<file path="src/design/irf_consts.svh">
/*
  constants for the input receiver and feedback configuration bank:
  register offsets, field positions and reset values.
  assumes inclusion by bare name from the design and bench files.
*/
`ifndef IRF_CONSTS_SVH
`define IRF_CONSTS_SVH

`define IRF_ADDR_W 10
`define IRF_OFS_RX_CTRL 10'h01A
`define IRF_OFS_ZD_CTRL 10'h01B
`define IRF_RST_RX_CTRL 8'h00
`define IRF_RST_ZD_CTRL 8'h00

// receiver control fields
`define IRF_RX_TEST_EN 7
`define IRF_RX_SEC_DIFF 6
`define IRF_RX_PRI_DIFF 5
`define IRF_RX_SEC_EN 4
`define IRF_RX_PRI_EN 3
`define IRF_RX_PD_CTRL 2
`define IRF_RX_OSC_NEG 1
`define IRF_RX_OSC_DIFF 0

// test reference / zero delay fields
`define IRF_ZD_TEST_BYP 7
`define IRF_ZD_FB_BYP 6
`define IRF_ZD_INTERNAL 5
`define IRF_ZD_OSC_FB 4
`define IRF_ZD_PIN_SEL 3
`define IRF_ZD_RET_DIFF 2
`define IRF_ZD_SEC_PIN 1
`define IRF_ZD_PRI_PIN 0

`define IRF_TEST_DIV_W 6
`define IRF_FB_DIV_W 10

`endif

</file>
<file path="src/design/irf_pkg.sv">
/*
  types for the input receiver and feedback configuration bank.
  assumes nothing beyond a SystemVerilog compiler.
*/
package irf_pkg;
  typedef enum logic [1:0] {
    IRF_FB_OSC = 2'h0,
    IRF_FB_ZD_EXT = 2'h1,
    IRF_FB_ZD_INT = 2'h2
  } irf_fb_src_type;
endpackage

</file>
<file path="src/design/irf_bank.sv">
/*
  input receiver and feedback configuration bank: two 8-bit registers
  and the decoded controls for the reference, oscillator and loop
  return receivers plus the divider bypass and feedback source.
  assumes a plain register port on the same clock; the divider words
  come from neighbouring registers of the same clock domain.
*/
// Function
// - bit 7 enables the test reference receiver
// - bit 6 sets secondary reference differential
// - bit 5 sets primary reference differential
// - bit 2 clear keeps both references powered
// - bit 4 powers secondary when control set
// - bit 3 powers primary when control set
// - bit 1 picks oscillator negative pin
// - bit 0 sets oscillator differential mode
// - bypass bits force test, feedback divide by one
// - bit 4 feeds oscillator back, else zero delay
// - bit 5 selects internal zero delay path
// - bit 2 sets loop return differential
// - bit 3 picks loop return pin, single-ended
// - bit 1 picks secondary pin, single-ended
// - bit 0 picks primary pin, single-ended
// - test divider 6 bits, zero or one bypass
// - feedback divider 10 bits, bypass overrides
`include "irf_consts.svh"
`timescale 1ns/10ps
`default_nettype none

module irf_bank #(
  parameter int TEST_DIV_W = `IRF_TEST_DIV_W,
  parameter int FB_DIV_W = `IRF_FB_DIV_W
) (
  input wire logic clock,
  input wire logic rst_b,
  input wire logic [`IRF_ADDR_W-1:0] reg_addr,
  input wire logic [7:0] reg_wdata,
  input wire logic reg_write,
  input wire logic reg_read,
  output logic [7:0] reg_rdata,
  input wire logic [TEST_DIV_W-1:0] test_div_word,
  input wire logic [FB_DIV_W-1:0] fb_div_word,
  output logic test_ref_rx_en,
  output logic pri_ref_rx_en,
  output logic pri_ref_diff,
  output logic pri_ref_pin_sel,
  output logic sec_ref_rx_en,
  output logic sec_ref_diff,
  output logic sec_ref_pin_sel,
  output logic osc_rx_diff,
  output logic osc_rx_neg_sel,
  output logic loop_return_rx_en,
  output logic loop_return_diff,
  output logic loop_return_pin_sel,
  output irf_pkg::irf_fb_src_type fb_src,
  output logic [TEST_DIV_W-1:0] test_div_eff,
  output logic [FB_DIV_W-1:0] fb_div_eff
);

  logic [7:0] rx_ctrl_reg;
  logic [7:0] zd_ctrl_reg;
  logic [7:0] rx_ctrl_next;
  logic [7:0] zd_ctrl_next;
  irf_pkg::irf_fb_src_type fb_src_next;
  logic [TEST_DIV_W-1:0] test_div_next;
  logic [FB_DIV_W-1:0] fb_div_next;
  logic rx_wr_hit;
  logic zd_wr_hit;
  logic rx_rd_hit;
  logic zd_rd_hit;

  // exact match only; an alias would let stray offsets alter the bank
  assign rx_wr_hit = reg_write && (reg_addr == `IRF_OFS_RX_CTRL);
  assign zd_wr_hit = reg_write && (reg_addr == `IRF_OFS_ZD_CTRL);
  assign rx_rd_hit = reg_read && (reg_addr == `IRF_OFS_RX_CTRL);
  assign zd_rd_hit = reg_read && (reg_addr == `IRF_OFS_ZD_CTRL);

  // register writes; no commit step, next-state logic sees the new
  // value so the decoded outputs change on the same edge as the register
  always_comb begin
    rx_ctrl_next = rx_ctrl_reg;
    zd_ctrl_next = zd_ctrl_reg;
    if (rx_wr_hit) begin
      rx_ctrl_next = reg_wdata;
    end
    if (zd_wr_hit) begin
      zd_ctrl_next = reg_wdata;
    end
  end

  always_ff @(posedge clock or negedge rst_b) begin
    if (!rst_b) begin
      rx_ctrl_reg <= `IRF_RST_RX_CTRL;
    end else begin
      rx_ctrl_reg <= rx_ctrl_next;
    end
  end

  always_ff @(posedge clock or negedge rst_b) begin
    if (!rst_b) begin
      zd_ctrl_reg <= `IRF_RST_ZD_CTRL;
    end else begin
      zd_ctrl_reg <= zd_ctrl_next;
    end
  end

  // read data one cycle after the strobe; unmapped offsets read zero
  always_ff @(posedge clock or negedge rst_b) begin
    if (!rst_b) begin
      reg_rdata <= 8'h00;
    end else if (rx_rd_hit) begin
      reg_rdata <= rx_ctrl_reg;
    end else if (zd_rd_hit) begin
      reg_rdata <= zd_ctrl_reg;
    end else begin
      reg_rdata <= 8'h00;
    end
  end

  // feedback source; bit 5 only matters in zero delay operation
  always_comb begin
    if (zd_ctrl_next[`IRF_ZD_OSC_FB]) begin
      fb_src_next = irf_pkg::IRF_FB_OSC;
    end else if (zd_ctrl_next[`IRF_ZD_INTERNAL]) begin
      fb_src_next = irf_pkg::IRF_FB_ZD_INT;
    end else begin
      fb_src_next = irf_pkg::IRF_FB_ZD_EXT;
    end
  end

  // word 0 and 1 both divide by one, so bypass presents 1
  always_comb begin
    if (zd_ctrl_next[`IRF_ZD_TEST_BYP]) begin
      test_div_next = TEST_DIV_W'(1);
    end else if (test_div_word == '0) begin
      test_div_next = TEST_DIV_W'(1);
    end else begin
      test_div_next = test_div_word;
    end
  end

  // the loop divider never sees zero, which would stall its counter
  always_comb begin
    if (zd_ctrl_next[`IRF_ZD_FB_BYP]) begin
      fb_div_next = FB_DIV_W'(1);
    end else if (fb_div_word == '0) begin
      fb_div_next = FB_DIV_W'(1);
    end else begin
      fb_div_next = fb_div_word;
    end
  end

  // test reference receiver
  always_ff @(posedge clock or negedge rst_b) begin
    if (!rst_b) begin
      test_ref_rx_en <= 1'b0;
    end else begin
      test_ref_rx_en <= rx_ctrl_next[`IRF_RX_TEST_EN];
    end
  end

  // power control off means both references stay powered
  always_ff @(posedge clock or negedge rst_b) begin
    if (!rst_b) begin
      pri_ref_rx_en <= 1'b1;
    end else begin
      pri_ref_rx_en <= !rx_ctrl_next[`IRF_RX_PD_CTRL] ||
        rx_ctrl_next[`IRF_RX_PRI_EN];
    end
  end

  // secondary power follows its own bit only under power control
  always_ff @(posedge clock or negedge rst_b) begin
    if (!rst_b) begin
      sec_ref_rx_en <= 1'b1;
    end else begin
      sec_ref_rx_en <= !rx_ctrl_next[`IRF_RX_PD_CTRL] ||
        rx_ctrl_next[`IRF_RX_SEC_EN];
    end
  end

  // primary reference mode
  always_ff @(posedge clock or negedge rst_b) begin
    if (!rst_b) begin
      pri_ref_diff <= 1'b0;
    end else begin
      pri_ref_diff <= rx_ctrl_next[`IRF_RX_PRI_DIFF];
    end
  end

  // secondary reference mode
  always_ff @(posedge clock or negedge rst_b) begin
    if (!rst_b) begin
      sec_ref_diff <= 1'b0;
    end else begin
      sec_ref_diff <= rx_ctrl_next[`IRF_RX_SEC_DIFF];
    end
  end

  // pin choice only meaningful single-ended; forced low otherwise
  always_ff @(posedge clock or negedge rst_b) begin
    if (!rst_b) begin
      pri_ref_pin_sel <= 1'b0;
    end else begin
      pri_ref_pin_sel <= !rx_ctrl_next[`IRF_RX_PRI_DIFF] &&
        zd_ctrl_next[`IRF_ZD_PRI_PIN];
    end
  end

  // secondary pin choice, same masking as the primary
  always_ff @(posedge clock or negedge rst_b) begin
    if (!rst_b) begin
      sec_ref_pin_sel <= 1'b0;
    end else begin
      sec_ref_pin_sel <= !rx_ctrl_next[`IRF_RX_SEC_DIFF] &&
        zd_ctrl_next[`IRF_ZD_SEC_PIN];
    end
  end

  // oscillator receiver mode
  always_ff @(posedge clock or negedge rst_b) begin
    if (!rst_b) begin
      osc_rx_diff <= 1'b0;
    end else begin
      osc_rx_diff <= rx_ctrl_next[`IRF_RX_OSC_DIFF];
    end
  end

  // oscillator pin choice, masked in differential mode
  always_ff @(posedge clock or negedge rst_b) begin
    if (!rst_b) begin
      osc_rx_neg_sel <= 1'b0;
    end else begin
      osc_rx_neg_sel <= !rx_ctrl_next[`IRF_RX_OSC_DIFF] &&
        rx_ctrl_next[`IRF_RX_OSC_NEG];
    end
  end

  // loop return receiver powers down for internal zero delay and for oscillator feedback
  always_ff @(posedge clock or negedge rst_b) begin
    if (!rst_b) begin
      loop_return_rx_en <= 1'b1;
    end else begin
      loop_return_rx_en <=
        (fb_src_next == irf_pkg::IRF_FB_ZD_EXT);
    end
  end

  // loop return receiver mode
  always_ff @(posedge clock or negedge rst_b) begin
    if (!rst_b) begin
      loop_return_diff <= 1'b0;
    end else begin
      loop_return_diff <= zd_ctrl_next[`IRF_ZD_RET_DIFF];
    end
  end

  // polarity of this pin choice is unresolved; bit passed on, masked in differential mode
  always_ff @(posedge clock or negedge rst_b) begin
    if (!rst_b) begin
      loop_return_pin_sel <= 1'b0;
    end else begin
      loop_return_pin_sel <= !zd_ctrl_next[`IRF_ZD_RET_DIFF] &&
        zd_ctrl_next[`IRF_ZD_PIN_SEL];
    end
  end

  // feedback source
  always_ff @(posedge clock or negedge rst_b) begin
    if (!rst_b) begin
      fb_src <= irf_pkg::IRF_FB_ZD_EXT;
    end else begin
      fb_src <= fb_src_next;
    end
  end

  // effective test reference divider word
  always_ff @(posedge clock or negedge rst_b) begin
    if (!rst_b) begin
      test_div_eff <= TEST_DIV_W'(1);
    end else begin
      test_div_eff <= test_div_next;
    end
  end

  // effective loop feedback divider word
  always_ff @(posedge clock or negedge rst_b) begin
    if (!rst_b) begin
      fb_div_eff <= FB_DIV_W'(1);
    end else begin
      fb_div_eff <= fb_div_next;
    end
  end

endmodule

`default_nettype wire

</file>
<file path="config.mk">
export PLATFORM = sky130hd
export DESIGN_NAME = irf_bank
export DESIGN_NICKNAME = d
export VERILOG_FILES = /design/src/design/irf_pkg.sv /design/src/design/irf_bank.sv
export VERILOG_INCLUDE_DIRS = /design/src /design/src/design
export SDC_FILE = /design/constraint.sdc
export NUM_CORES = 1
export LEC_CHECK = 0
export BUFFER_PORTS_ARGS = -buffer_cell sky130_fd_sc_hd__buf_2
export CAP_MARGIN = 20
export CORE_MARGIN = 2
export CORE_UTILIZATION = 50
export DETAILED_ROUTE_END_ITERATION = 12
export GPL_TIMING_DRIVEN = 0
export PLACE_DENSITY = 0.82
export SETUP_SLACK_MARGIN = 0.02
export SLEW_MARGIN = 25
export SYNTH_ARGS = -nofsm -noshare
export SYNTH_HDL_FRONTEND = slang
export SYNTH_SLANG_ARGS = --single-unit
export TNS_END_PERCENT = 30
</file>
<file path="constraint.sdc">
create_clock -name clock -period 1.3 [get_ports clock]
set_input_delay 0.065 -clock clock [delete_from_list [all_inputs] [get_ports clock]]
set_output_delay 0.065 -clock clock [all_outputs]
set_load 0.01 [all_outputs]
</file>
==> run metrics <==
via-per-instance ratio=4.82; Reg clk slew, reported paths=around 80 ps; hold slack=approximately 0.88 ps; Synth top area share=0.573; Post-Synthesis Mean Instance Area=about 14 um2; core box area=between 3000 and 4000 um2; Lkg Pwr=approximately 1.4 nW; Clock Sinks=between 40 and 50; register area=~1200 um2; clk buf depth=2; worst slew pin tran=584 ps; DR vias=1384; Reg2Reg Depth=3; Critical-path top delay cell=or4b_4; Netlist Area Pre-Place=1880 um2; Cells after Synth=138; crit path max fanout=10; fin crit share=1.12; most common library cells after synthesis=dfrtp_1, and2_1, mux2_2; IO Pins=between 70 and 80; hold path start=fb_div_word[4]; top-count cell post-synth=dfrtp_1; Primary FF master, synth=dfrtp_1; final wirelength=between 4000 and 5000 um; Critical Path Most Common Cell=buf_6; Tot Pwr=around 0.0029 W; CTS tree=built; Top delay family on crit path=simple AND/OR/NAND/NOR gates; layout cells sized above 1=0.490; Min Clock Period, post-route=1450 ps; Max stage delay on crit path=approximately 560 ps; maximum vdd ir drop=around 920 uV; Ys Warns=0; CP Depth=7; # diodes=0; Clock Skews=roughly 4.4 ps; failing checks=setup timing; CTS H-tree depth=2; final slew viol count=0; GP Congestion=0.725; antenna violations before repair=0; syn_nets=about 180; area leader, netlist=dfrtp_1; Async S/R FF share, synth=1.00; sum of routed wire segments on met1=1570 um; DR iter-0 viols=roughly 70; Met2 Wirelength=about 2200 um; # fillers=between 200 and 300; worst hold path class=in2reg; metal3 WL=217 um; CP Cell Sequence=buf_6 -> or4b_4 -> nor4_4 -> buf_6 -> mux2i_4 -> buf_6 -> and2_1; R2R Setup Slk=between 300 and 400 ps; hold path endpoint=fb_div_eff[4]; WL/cell=approximately 14 um; Worst Setup End Kind=flop; Final #Nets=276; clock root buffer=clkbuf_8; EDFF count, synth=0; Largest register FFs=10; drt first pass iters=4; Chip Width=65.3 um; final setup vio count=34; DRC Markers=0; kind of critical path=in2reg; Worst Path Buf+Inv=3; R2R Path Start=zd_ctrl_reg[6]; unique cell type count in the Yosys netlist=27; largest net degree at the start of global routing=49; vias in the first global route=~1500; worst setup margin=-153 ps; worst r2r dst=fb_div_eff[7]; gr usage total=0.214; Seq/Total Area, Yosys=0.643; global route overflow=0; maximum clock frequency=0.688 GHz; Min-Delay Path Depth=2; Maximum Capacitance Violations=0; Crit path arrival time=between 1500 and 2000 ps; RSZ-0062 raised after global routing=true; Starting Density=0.517; global-route wire length before repair=~6500 um; uppermost layer routed=met4; Layout Area Growth over Synthesis=43.1%; post-DP HPWL=roughly 2700 um; site row count=22; Seq cells post-synth=48; status=complete, but fails checks; placed insts=between 200 and 300; synth top area cells=dfrtp_1, mux2_2, dfstp_2, mux2i_1, and2_1; area of the multi-input gates=approximately 670 um2; Worst Path Required=roughly 1500 ps; Rel. slew slack=0.611; Routed Antenna Nets=0; Final Hold Vio Count=0; worst skew pair latency=~300 ps; CTS Buf Count=5; fin cells=between 200 and 300; Die Ht=65.3 um; power density over cell area=1070 nW/um2; die footprint=around 4300 um2; crit path launch type=primary input; Port Buffers=74
==> cells by family after synthesis <==
group | Yosys count | synth area share
multiplexers | 24 | 0.137
AND/OR/NAND/NOR | 47 | 0.162
flip-flops | 48 | 0.643
AO/OA/AOI/OAI | 8 | 0.0267
buffers and inverters | 11 | 0.0307
==> repair_timing <==
action                                 in CTS  in global routing
hold buffers                               16                  0
endpoints found under the hold margin      58                  0
setup endpoints to repair                  48                 47
setup buffers                               3                  0
pin swaps                                   6                  4
resized for setup                          11                  1
gates cloned                                0                  0
==> through the flow <==
step | instance area, um2 | setup slack, ps | util | setup TNS (ps)
2_1_floorplan | 1910 | -385 | - | -13670
3_3_place_gp | 2340 | -691 | 0.643 | -25460
3_5_place_dp | 2340 | -722 | 0.643 | -25960
4_1_cts | 2680 | -146 | 0.737 | -2930
5_1_grt | 2690 | -211 | 0.739 | -4840
6_report | 2690 | -153 | 0.739 | -2940
==> layer usage <==
metal,global-route usage,up-vias
li1,-,668
met4,0.0938,0
met2,0.401,53
met3,0.0651,4
met5,0,-
met1,0.217,659
==> how the worst max path moves through the flow <==
stage           startpoint         endpoint
6_report       reg_addr[8]    fb_div_eff[7]
3_5_place_dp   reg_addr[6]  test_div_eff[5]
4_1_cts        reg_addr[8]  sec_ref_pin_sel
5_1_grt        reg_addr[8]    fb_div_eff[3]
2_1_floorplan  reg_addr[6]  pri_ref_pin_sel
3_3_place_gp   reg_addr[6]  test_div_eff[2]
==> layout make-up <==
| cell class | count | share of cell area |
|---|---|---|
| Inverter | 5 | 0.00699 |
| Timing Repair Buffer | 93 | 0.211 |
| Clock buffer | 5 | 0.0256 |
| Tap cell | 48 | 0.0224 |
| Buffer | 6 | 0.0210 |
| Clock inverter | 3 | 0.0158 |
| Multi-Input combinational cell | 79 | 0.248 |
| Sequential cell | 48 | 0.450 |
==> report_power, final <==
group          switching (W)  internal, W  leakage, nW
registers          0.0000141      0.00153        0.620
logic               0.000128     0.000138        0.703
clock network       0.000484     0.000569       0.0541
==> worst register-to-register path, cell delays in order (launching register included) <==
cell	delay [ps]
dfrtp_1	420
mux2i_4	180
buf_6	150
and2_1	140
==> placed cells by master, fill, tap and decap left out, types with 2 or more instances in the layout <==
cell type / n
buf_4: 5
dfstp_2: 5
and2_1: 14
mux2i_4: 2
mux2_2: 7
nor2b_1: 2
buf_6: 4
buf_2: 72
a31oi_1: 3
nor3_1: 2
nand2_1: 4
nor4_4: 2
dfrtp_1: 43
nand3b_1: 2
dlygate4sd3_1: 16
nor2_1: 10
clkbuf_8: 6
o21ai_0: 2
mux2_4: 7
nor3b_1: 3
inv_1: 5
mux2i_1: 8
nand2b_1: 3
Power figures use the tool's default switching activity.
